`config.mk`:
```
export PLATFORM = sky130hd
export DESIGN_NAME = parallel_port_block
export DESIGN_NICKNAME = d
export VERILOG_FILES = /design/src/logic/sync_two_stage.v /design/src/logic/parallel_port_block.v
export VERILOG_INCLUDE_DIRS = /design/src /design/src/logic
export SDC_FILE = /design/constraint.sdc
export NUM_CORES = 1
export LEC_CHECK = 0
export BUFFER_PORTS_ARGS = -buffer_cell sky130_fd_sc_hd__buf_2
export CORE_UTILIZATION = 53
export DETAILED_ROUTE_END_ITERATION = 7
export PLACE_DENSITY = 0.8
export SYNTH_ARGS = -nofsm -noshare
export SYNTH_HDL_FRONTEND = slang
export SYNTH_SLANG_ARGS = --single-unit
```
`constraint.sdc`:
```
create_clock -name hclk -period 2.69 [get_ports hclk]
set_input_delay 0.807 -clock hclk [delete_from_list [all_inputs] [get_ports hclk]]
set_output_delay 0.807 -clock hclk [all_outputs]
set_load 0.05 [all_outputs]
```
`src/logic/port_consts.vh`:
```
// Constants of the parallel port block: offsets, fields, resets, timing.
// Included by the port top and nothing else needs to define them.
`ifndef PORT_CONSTS_VH
`define PORT_CONSTS_VH

// ----------------------------------------------------------------
// Register byte offsets
// ----------------------------------------------------------------
`define OFS_CONTROL        8'h00
`define OFS_ADDRESS        8'h04
`define OFS_DATA           8'h08
`define OFS_STATUS         8'h0C

// ----------------------------------------------------------------
// Control register fields
// ----------------------------------------------------------------
`define BIT_ENABLE         15
`define BIT_STOP_IN_IDLE   13
`define BIT_MUX_HI         12
`define BIT_MUX_LO         11
`define BIT_INPUT_BUF      10
`define BIT_WR_PIN_EN      9
`define BIT_RD_PIN_EN      8
`define BIT_CS_FUNC_HI     7
`define BIT_CS_FUNC_LO     6
`define BIT_LATCH_POL      5
`define CONTROL_MASK       32'h0000_BFEB
`define CONTROL_RESET      32'h0000_0000

// ----------------------------------------------------------------
// Field codes
// ----------------------------------------------------------------
`define MUX_SEPARATE       2'h0
`define MUX_LOW_PLUS_LINES 2'h1
`define MUX_FULL_16        2'h2
`define MUX_LOW_ONLY       2'h3
`define CS_FUNC_CHIP_SELECT 2'h2

// ----------------------------------------------------------------
// Status register fields
// ----------------------------------------------------------------
`define BIT_BUSY           0
`define BIT_START_READ     1
`define BIT_HALTED         2

// ----------------------------------------------------------------
// Timing
// ----------------------------------------------------------------
`define STROBE_CYCLES      4

`endif

```
`src/logic/sync_two_stage.v`:
```
// Two flip-flop synchroniser for a vector of pin inputs.
// Assumes each bit is sampled on its own; no bus coherence is implied.
`timescale 1ns/1ps

module sync_two_stage #(
  parameter WIDTH = 8
) (
  // Clock and reset
  input  wire             hclk,
  input  wire             hresetn,
  // Data
  input  wire [WIDTH-1:0] async_in,
  output reg  [WIDTH-1:0] sync_out
);

  reg [WIDTH-1:0] meta_reg;

  always @(posedge hclk or negedge hresetn) begin
    if (!hresetn) begin
      meta_reg <= {WIDTH{1'b0}};
      sync_out <= {WIDTH{1'b0}};
    end else begin
      meta_reg <= async_in;
      sync_out <= meta_reg;
    end
  end

endmodule // sync_two_stage

```
`src/logic/parallel_port_block.v`:
```
// Parallel master port: AHB-Lite register slave plus off-chip access
// sequencer driving address, data, strobe and select pins.
// Assumes one AHB-Lite master, hclk at 50 MHz, pad logic resolves enables.
//
// The AHB-Lite interface to the registers and the placing of the registers are this design's own decisions.
`timescale 1ns/1ps
`include "port_consts.vh"

module parallel_port_block #(
  parameter STROBE_CYCLES = `STROBE_CYCLES
) (
  // Clock and reset
  input  wire        hclk,
  input  wire        hresetn,
  // AHB-Lite slave
  input  wire        hsel,
  input  wire [31:0] haddr,
  input  wire [1:0]  htrans,
  input  wire        hwrite,
  input  wire [2:0]  hsize,
  input  wire        hready,
  input  wire [31:0] hwdata,
  output reg  [31:0] hrdata,
  output reg         hreadyout,
  output reg         hresp,
  // Device power state
  input  wire        idle_mode,
  // Data lines
  input  wire [7:0]  port_data_lines_in,
  output reg  [7:0]  port_data_lines_out,
  output reg         port_data_lines_oe,
  // Address lines
  output reg  [15:0] port_address_lines,
  output reg  [15:0] port_address_lines_oe,
  // Select, strobes, latches
  output reg         primary_select_pin,
  output reg         primary_select_pin_oe,
  output reg         write_strobe_pin,
  output reg         write_strobe_pin_oe,
  output reg         read_strobe_pin,
  output reg         read_strobe_pin_oe,
  output reg         addr_latch_low_strobe,
  output reg         addr_latch_high_strobe,
  output reg         latch_strobes_oe,
  // Pad configuration
  output reg         input_buffer_select
);

  // ----------------------------------------------------------------
  // States
  // ----------------------------------------------------------------
  localparam [4:0] ST_IDLE   = 5'b00001;
  localparam [4:0] ST_ADDR_L = 5'b00010;
  localparam [4:0] ST_ADDR_H = 5'b00100;
  localparam [4:0] ST_STROBE = 5'b01000;
  localparam [4:0] ST_END    = 5'b10000;

  // ----------------------------------------------------------------
  // Functions
  // ----------------------------------------------------------------
  // Latch strobe level for a given polarity
  function latch_level;
    input pol;
    input active;
    begin
      latch_level = pol ? active : ~active;
    end
  endfunction

  // ----------------------------------------------------------------
  // Declarations
  // ----------------------------------------------------------------
  reg  [31:0] control_reg;
  reg  [15:0] address_reg;
  reg  [7:0]  data_out_reg;
  reg  [7:0]  data_in_reg;
  reg         wr_pend_reg;
  reg         rd_pend_reg;
  reg  [7:0]  ofs_reg;
  reg  [4:0]  state_reg;
  reg  [4:0]  state_next;
  reg  [7:0]  cnt_reg;
  reg         dir_write_reg;
  reg  [15:0] acc_addr_reg;
  reg  [7:0]  acc_data_reg;
  wire [7:0]  data_in_sync;
  reg  [31:0] read_value;

  wire enable   = control_reg[`BIT_ENABLE];
  wire stop_idle = control_reg[`BIT_STOP_IN_IDLE];
  wire [1:0] mux = control_reg[`BIT_MUX_HI:`BIT_MUX_LO];
  wire [1:0] cs_func = control_reg[`BIT_CS_FUNC_HI:`BIT_CS_FUNC_LO];
  wire latch_pol = control_reg[`BIT_LATCH_POL];
  wire wr_en    = control_reg[`BIT_WR_PIN_EN];
  wire rd_en    = control_reg[`BIT_RD_PIN_EN];
  wire halted   = stop_idle & idle_mode;
  wire busy     = ~state_reg[0];
  wire addr_ph  = hsel & htrans[1] & hready;
  wire can_start = enable & ~halted & ~busy;
  wire start_wr = wr_pend_reg & (ofs_reg == `OFS_DATA) & can_start;
  wire start_rd = wr_pend_reg & (ofs_reg == `OFS_STATUS) &
                  hwdata[`BIT_START_READ] & can_start;
  wire last_cnt = (cnt_reg == 8'h00);

  // ----------------------------------------------------------------
  // Pin input synchroniser
  // ----------------------------------------------------------------
  sync_two_stage #(
    .WIDTH (8)
  ) u_data_sync (
    .hclk     (hclk),
    .hresetn  (hresetn),
    .async_in (port_data_lines_in),
    .sync_out (data_in_sync)
  );

  // ----------------------------------------------------------------
  // AHB-Lite slave
  // ----------------------------------------------------------------
  always @* begin
    read_value = 32'h0000_0000;
    case (ofs_reg)
      `OFS_CONTROL: read_value = control_reg & `CONTROL_MASK;
      `OFS_ADDRESS: read_value = {16'h0000, address_reg};
      `OFS_DATA:    read_value = {24'h00_0000, data_in_reg};
      `OFS_STATUS:  read_value = {29'h0000_0000, halted, 1'b0, busy};
      default:      read_value = 32'h0000_0000;
    endcase
  end

  always @(posedge hclk or negedge hresetn) begin
    if (!hresetn) begin
      wr_pend_reg  <= 1'b0;
      rd_pend_reg  <= 1'b0;
      ofs_reg      <= 8'h00;
      hrdata       <= 32'h0000_0000;
      hreadyout    <= 1'b1;
      hresp        <= 1'b0;
      control_reg  <= `CONTROL_RESET;
      address_reg  <= 16'h0000;
      data_out_reg <= 8'h00;
    end else begin
      hresp <= 1'b0;
      if (addr_ph) begin
        ofs_reg     <= {haddr[7:2], 2'b00};
        wr_pend_reg <= hwrite;
        rd_pend_reg <= ~hwrite;
        // One wait state so reads see the prior write
        hreadyout   <= hwrite;
      end else begin
        wr_pend_reg <= 1'b0;
        rd_pend_reg <= 1'b0;
        hreadyout   <= 1'b1;
      end
      if (rd_pend_reg) begin
        hrdata    <= read_value;
        hreadyout <= 1'b1;
      end
      if (wr_pend_reg) begin
        case (ofs_reg)
          `OFS_CONTROL: control_reg  <= hwdata & `CONTROL_MASK;
          `OFS_ADDRESS: address_reg  <= hwdata[15:0];
          `OFS_DATA:    data_out_reg <= hwdata[7:0];
          default:      ;
        endcase
      end
    end
  end

  // ----------------------------------------------------------------
  // Access sequencer
  // ----------------------------------------------------------------
  always @* begin
    state_next = state_reg;
    case (state_reg)
      ST_IDLE: begin
        if (start_wr | start_rd) begin
          if (mux == `MUX_SEPARATE)
            state_next = ST_STROBE;
          else
            state_next = ST_ADDR_L;
        end
      end
      ST_ADDR_L: begin
        if (mux == `MUX_FULL_16)
          state_next = ST_ADDR_H;
        else
          state_next = ST_STROBE;
      end
      ST_ADDR_H: state_next = ST_STROBE;
      ST_STROBE: begin
        if (last_cnt)
          state_next = ST_END;
      end
      ST_END:  state_next = ST_IDLE;
      default: state_next = ST_IDLE;
    endcase
    if (!enable)
      state_next = ST_IDLE;
    else if (halted)
      state_next = state_reg;
  end

  always @(posedge hclk or negedge hresetn) begin
    if (!hresetn) begin
      state_reg     <= ST_IDLE;
      cnt_reg       <= 8'h00;
      dir_write_reg <= 1'b0;
      acc_addr_reg  <= 16'h0000;
      acc_data_reg  <= 8'h00;
      data_in_reg   <= 8'h00;
    end else begin
      state_reg <= state_next;
      if (start_wr | start_rd) begin
        dir_write_reg <= start_wr;
        acc_addr_reg  <= address_reg;
        acc_data_reg  <= start_wr ? hwdata[7:0] : data_out_reg;
      end
      if (state_next == ST_STROBE && state_reg != ST_STROBE)
        cnt_reg <= STROBE_CYCLES[7:0] - 8'h01;
      else if (state_reg == ST_STROBE && !halted && !last_cnt)
        cnt_reg <= cnt_reg - 8'h01;
      if (state_reg == ST_STROBE && last_cnt && !halted && enable &&
          !dir_write_reg)
        data_in_reg <= data_in_sync;
    end
  end

  // ----------------------------------------------------------------
  // Pin drivers, registered
  // ----------------------------------------------------------------
  wire in_acc   = busy & enable;
  wire strobing = (state_reg == ST_STROBE) & enable;
  wire lo_ph    = (state_reg == ST_ADDR_L) & enable;
  wire hi_ph    = (state_reg == ST_ADDR_H) & enable;
  wire [15:0] cur_addr = busy ? acc_addr_reg : address_reg;

  always @(posedge hclk or negedge hresetn) begin
    if (!hresetn) begin
      port_data_lines_out    <= 8'h00;
      port_data_lines_oe     <= 1'b0;
      port_address_lines     <= 16'h0000;
      port_address_lines_oe  <= 16'h0000;
      primary_select_pin     <= 1'b0;
      primary_select_pin_oe  <= 1'b0;
      write_strobe_pin       <= 1'b0;
      write_strobe_pin_oe    <= 1'b0;
      read_strobe_pin        <= 1'b0;
      read_strobe_pin_oe     <= 1'b0;
      addr_latch_low_strobe  <= 1'b1;
      addr_latch_high_strobe <= 1'b1;
      latch_strobes_oe       <= 1'b0;
      input_buffer_select    <= 1'b0;
    end else begin
      input_buffer_select <= control_reg[`BIT_INPUT_BUF];
      // Data lines: address low byte, high byte in full-16 mode, none in separate mode, then write data
      if (lo_ph) begin
        port_data_lines_out <= acc_addr_reg[7:0];
        port_data_lines_oe  <= 1'b1;
      end else if (hi_ph) begin
        port_data_lines_out <= acc_addr_reg[15:8];
        port_data_lines_oe  <= 1'b1;
      end else if (strobing & dir_write_reg) begin
        port_data_lines_out <= acc_data_reg;
        port_data_lines_oe  <= 1'b1;
      end else begin
        port_data_lines_out <= 8'h00;
        port_data_lines_oe  <= 1'b0;
      end
      // Address lines by mux mode
      port_address_lines <= cur_addr;
      if (!enable)
        port_address_lines_oe <= 16'h0000;
      else if (mux == `MUX_SEPARATE)
        port_address_lines_oe <= 16'hFFFF;
      else if (mux == `MUX_LOW_PLUS_LINES)
        port_address_lines_oe <= 16'h4700;
      else
        port_address_lines_oe <= 16'h0000;
      // Latch strobes, or address 0/1 in separate mode
      latch_strobes_oe <= enable;
      if (mux == `MUX_SEPARATE) begin
        addr_latch_low_strobe  <= cur_addr[0];
        addr_latch_high_strobe <= cur_addr[1];
      end else begin
        addr_latch_low_strobe  <= latch_level(latch_pol, lo_ph);
        addr_latch_high_strobe <= latch_level(latch_pol, hi_ph);
      end
      // Select pin, write and read strobe pins
      primary_select_pin_oe <= enable;
      if (cs_func == `CS_FUNC_CHIP_SELECT && mux != `MUX_LOW_PLUS_LINES)
        primary_select_pin <= in_acc;
      else
        primary_select_pin <= cur_addr[14];
      write_strobe_pin_oe <= enable & wr_en;
      write_strobe_pin    <= enable & wr_en & strobing & dir_write_reg;
      read_strobe_pin_oe  <= enable & rd_en;
      read_strobe_pin     <= enable & rd_en & strobing & ~dir_write_reg;
    end
  end

endmodule // parallel_port_block

```
Word level (Yosys, flattened, before mapping)
Index checks and enable logic that the tools add are counted.
- reductions and logical operators: 18
- bitwise operators: 28
- multiplexer cells: 30
- $add $sub $neg: 1
- equality and inequality tests: 13
- operator list (cell ; number):
    16-bit one-hot mux with 4 select lines ; 1
    16-bit 2-to-1 mux ; 3
    8-bit 2-to-1 mux ; 6
    1-bit bitwise AND ; 21
    5-bit 2-to-1 mux ; 4
    5-bit one-hot mux with 4 select lines ; 1
    8-bit zero test ; 2
    15-bit 2-to-1 mux ; 1
    6-bit by 2-bit == test with 1-bit output, second input constant ; 2
    1-bit 2-to-1 mux ; 12
    5-bit by 4-bit == test with 1-bit output, second input constant ; 2
    1-bit logical AND ; 8
    4-bit 2-to-1 mux ; 2
    8-bit by 1-bit subtractor with 8-bit output, second input constant ; 1
    6-bit by 1-bit == test with 1-bit output, second input constant ; 1
    1-bit NOT ; 6
    2-bit AND reduction ; 3
    5-bit by 1-bit == test with 1-bit output, second input constant ; 1
    5-bit by 2-bit == test with 1-bit output, second input constant ; 1
    5-bit by 3-bit == test with 1-bit output, second input constant ; 1
    5-bit by 4-bit inequality test with 1-bit output, second input constant ; 1
    2-bit == test, second input constant ; 2
    1-bit zero test ; 3
    2-bit by 1-bit == test with 1-bit output, second input constant ; 1
    other kinds (4) ; 4
- logic and storage cells: 119
- register bits after elaboration: 190

Depth between registers and ports, before layout
- depth after elaboration: 13
- depth in mapped cells: 8
- gate-level depth less buffers: 7

Cells and area by module
A second synthesis with hierarchy kept.
- cell total of the unflattened synthesis: 520
- area total of the unflattened synthesis: 6764.0 um2
- by module, submodules not included (module ; seq. area each (um2) ; area each (um2) ; cells each ; instances):
    parallel_port_block ; 3608.5 ; 6363.6 ; 504 ; 1
    sync_two_stage ; 400.4 ; 400.4 ; 16 ; 1

Worst setup path before layout
OpenSTA, ideal clock, no wires.
- path type: in2reg
- from: in idle_mode
- to: reg cnt_reg[0]
- data arrival time: 2282 ps
- path buffers: 2
- setup slack: 288 ps
- required time: 2570 ps
- library setup time: 120 ps
- stages on the path: 7
- path through: and2_1 clkbuf_1 or4_1 a21o_1 and4_1 buf_6 a31o_2
- cells in the longest elaborated chain, start to end: 13
- RTL lines (element ; line ; RTL):
    start: declaration ; parallel_port_block.v:27 ; input wire idle_mode,
    1-bit bitwise AND * ; parallel_port_block.v:96 ; wire halted = stop_idle & idle_mode;
    1-bit NOT ; parallel_port_block.v:99 ; wire can_start = enable & ~halted & ~busy;
    1-bit bitwise AND (2 in a row) ; parallel_port_block.v:99 ;
    1-bit bitwise AND, on equally long branches ; parallel_port_block.v:100, parallel_port_block.v:101 ;
    1-bit OR ; parallel_port_block.v:177 ; if (start_wr | start_rd) begin
    5-bit 2-to-1 mux ; parallel_port_block.v:177 ;
    5-bit one-hot mux with 4 select lines ; parallel_port_block.v:175 ; case (state_reg)
    5-bit 2-to-1 mux ; parallel_port_block.v:200 ; else if (halted)
    5-bit 2-to-1 mux ; parallel_port_block.v:198 ; if (!enable)
    5-bit by 4-bit == test with 1-bit output ; parallel_port_block.v:219 ; if (state_next == ST_STROBE && state_reg != ST_STROBE)
    1-bit logical AND ; parallel_port_block.v:219 ;
    8-bit 2-to-1 mux / 2-bit nonzero test (equally long branches) ; - ;
    end signal: assignment ; parallel_port_block.v:220 ; cnt_reg <= STROBE_CYCLES[7:0] - 8'h01;
    end signal: assignment ; parallel_port_block.v:222 ; cnt_reg <= cnt_reg - 8'h01;
    end: declaration ; parallel_port_block.v:82 ; reg [7:0] cnt_reg;
Mark *: on every way between the ends. The rest lies on a longest branch, timed or not.
A chain may end at the register's enable or synchronous reset.

Worst setup path after layout
- from: reg state_reg[1]
- to: reg data_in_reg[4]
- cells in the longest elaborated chain, start to end: 5
- RTL lines (element ; line ; RTL):
    start: declaration ; parallel_port_block.v:80 ; reg [4:0] state_reg;
    start signal: assignment ; parallel_port_block.v:213 ; state_reg <= state_next;
    5-bit by 4-bit == test with 1-bit output ; parallel_port_block.v:223 ; if (state_reg == ST_STROBE && last_cnt && !halted && enable &&
    1-bit logical AND (4 in a row) ; parallel_port_block.v:223 ;
    end signal: assignment ; parallel_port_block.v:225 ; data_in_reg <= data_in_sync;
    end: declaration ; parallel_port_block.v:76 ; reg [7:0] data_in_reg;
Every way passes these cells.

==> summary.txt <==
Setup path
  – Critical Path Max Stage Delay: 0.58 ns
  – CP Capture Type: flip-flop
  – Slowest cell on the critical path: or4b_1
  – Critical path cell sequence: or4b_1 -> or2_1 -> nor4_4 -> buf_4 -> mux2_2
  – WP data arrival: 2.71 ns
  – Worst Reg2Reg Path Length in Cells: 5
  – Crit-path max FO: 11
  – Setup crit start kind: flip-flop
  – Worst Path Required: 3.01 ns
  – Kind of critical path: flip-flop to flip-flop

Global route
  – Largest net degree at the start of global routing: 59
  – Vias in the first global route: 4613
  – Tot GR Track Use: 0.240
  – Overflow after GRT: 0
  – Antenna violations before repair: 0
  – First-pass GRT wire length: 23.1 mm

Yosys
  – Yosys warning total: 0
  – XOR/XNOR Fraction of Synth Area: 0.0118
  – Mux share of post-synthesis cell area: 0.172
  – Synth Cell Area: 6700 µm²
  – Flops & latches, synth: 160
  – Post-Synth Adder-Cell Area: 0.00187
  – Post-synthesis sequential area ratio: 0.598
  – Synthesized area per cell: 12.8 µm²
  – Synth cell types: 47
  – Largest family of logic cells by synthesized area: multiplexers
  – Top FF cell, synth: dfrtp_1
  – Post-synth EDFFs: 0
  – Compound-Gate Fraction of Synth Area: 0.0633
  – Synth async-reset ratio: 1.00
  – Synth Area in Simple Gates: 0.0823
  – Synth Instances: 522

STA
  – Final period util: 0.890
  – Total negative setup slack: 0 ns
  – Final setup viols: 0
  – Worst rel slew slack: 0.477
  – RSZ-0062 raised after global routing: false
  – Hold_ws: 0.328 ns
  – Final min period: 2.39 ns
  – Worst Tran Pin Value: 0.784 ns
  – Final Hold Viols: 0
  – Fmax: 418 MHz
  – Clock Skew: 0.0104 ns
  – Fin. max-slew vios: 0

CTS
  – Clk Latency, worst-skew pair: 0.43 ns
  – CTS tree: done
  – CTS Sinks: 160
  – H-Tree Depth: 4
  – Clock-pin slew of the registers on the worst-case setup and hold paths: 0.06 ns
  – Post-CTS setup buffer count: 0
  – Hold-fix buffer count after cts: 0
  – Root Driver: clkbuf_16
  – Clock buffer depth: 2
  – Cells resized by post-CTS repair: 0
  – CTS Buf Count: 17

Power
  – Peak VDD IR: 0.628 mV
  – Total Power: 7.61 mW
  – Pwr dens: 958 nW/µm²
  – Leakage: 3.82 nW

Drt
  – Iteration-0 DRC count of the detailed router: 270
  – Via count: 4469
  – ANT nets after route: 0
  – Vias per Instance: 5.58
  – Pre-Repair DR Iteration Count: 7
  – Total length of routed wires: 14.4 mm
  – Avg WL per Cell: 18.0 µm
  – DRC: 0

Floorplan
  – Die height: 114 µm
  – Die width: 114 µm
  – Die area: 13100 µm²
  – Core area: 12200 µm²
  – Ports: 168
  – Initial Utilization: 0.551
  – Row Count: 40

Layout
  – Layout filler cell count: 895
  – Area Overhead vs Synth: 18.4%
  – Most frequent cells in the layout: dfrtp_1, buf_2, mux2_2, inv_1, nor2_1
  – # diodes: 0
  – Final instance area: 7940 µm²
  – Most common cell after layout, fill and taps aside: dfrtp_1
  – Final #Nets: 704
  – Cell Count, Final, Fillers Out: 801
  – Proportion of layout cells with a drive suffix above 1: 0.398

Status
  – Status: complete, no violations

Placement
  – DPL Wire Length: 9.52 mm
  – DP Area: 7300 µm²
  – Final RePlAce weighted congestion: 0.875
  – Port buffer count: 104
  – Dpl cells: 769

Worst hold path
  – Worst Hold Class: input pin to asynchronous set/reset pin

Flow run
  – Max-cap viol count: 0
cells in the mapped netlist (2+ instances only):
master	n	area [µm²]
buf_4	32	240
a31o_2	2	17.5
nand2b_1	4	25.0
mux2i_1	14	140
o21bai_1	2	15.0
nor4_4	2	42.5
buf_6	2	22.5
nor4_1	7	43.8
nor3_1	7	35.0
buf_2	4	20.0
inv_1	33	124
and2_1	4	25.0
or4_1	2	15.0
nand3b_1	3	22.5
a21oi_1	11	55.1
a22oi_1	2	15.0
dfrtp_1	156	3900
mux2_2	88	991
nor2_1	23	86.3
a31oi_1	8	50.1
nand4_1	2	12.5
a222oi_1	8	80.1
or2_2	2	12.5
nand2_1	15	56.3
clkbuf_1	16	60.1
xor2_1	2	17.5
a21o_1	2	15.0
o21ai_0	11	55.1
and3_1	2	12.5
dfstp_2	4	105
xnor2_1	7	61.3
o22ai_1	15	93.8
or3_1	5	31.3
nor2b_1	4	25.0
nand3_1	9	45.0
worst max-delay path, delay by kind of cell, from the launching register on:
family                 cells  cell delay, ns
buffers and inverters      1            0.23
DFF                        1            0.42
muxes                      1            0.35
and+or+nand+nor            3            1.27
metal layers:
layer,wire length [µm],global-route usage,share of wire
met1,5910,0.303,0.41
met2,7160,0.381,0.50
met3,1000,0.0667,0.070
met4,320,0.123,0.022
met5,0,0,0
power by group:
group	total, mW	switching, mW	internal (mW)
registers	3.03	0.262	2.77
logic	2.02	1.43	0.587
clock network	2.56	0.955	1.60
path summary, 6_finish.rpt:
check,from,endpoint,slack (ns)
worst min-delay path,hresetn,control_reg[10],0.33
worst max-delay path,state_reg[1],data_in_reg[4],0.30
worst min register to register,u_data_sync.meta_reg[5],u_data_sync.sync_out[5],0.34
max in group asynchronous,hresetn,addr_latch_high_strobe,1.63
min in group hclk,u_data_sync.meta_reg[5],u_data_sync.sync_out[5],0.34
worst max register to register,state_reg[1],data_in_reg[4],0.30
per-stage QoR:
stage	utilization	worst slack, ns
2_1_floorplan	-	0.288
3_3_place_gp	0.600	0.251
3_5_place_dp	0.600	0.243
4_1_cts	0.653	0.307
5_1_grt	0.653	0.196
6_report	0.653	0.297
cell families (layout without fill, tap and decap cells):
kind of cell | count (synthesis) | in the layout
muxes | 103 | 103
buffers and inverters | 88 | 183
adders and majority gates | 1 | 1
xor gates and xnor gates | 9 | 9
and+or+nand+nor | 96 | 96
other | 1 | 17
AOI/OAI and AO/OA | 64 | 64
DFF | 160 | 160
layout make-up:
class	instances	area (µm²)	share of cell area
clock buffer	19	453	0.0571
clock inverter	13	184	0.0232
tap	168	210	0.0265
inverter	33	124	0.0156
sequential	160	4010	0.505
multi-input combinational	290	2290	0.288
timing repair buffer	118	669	0.0843
Power figures use the tool's default switching activity.
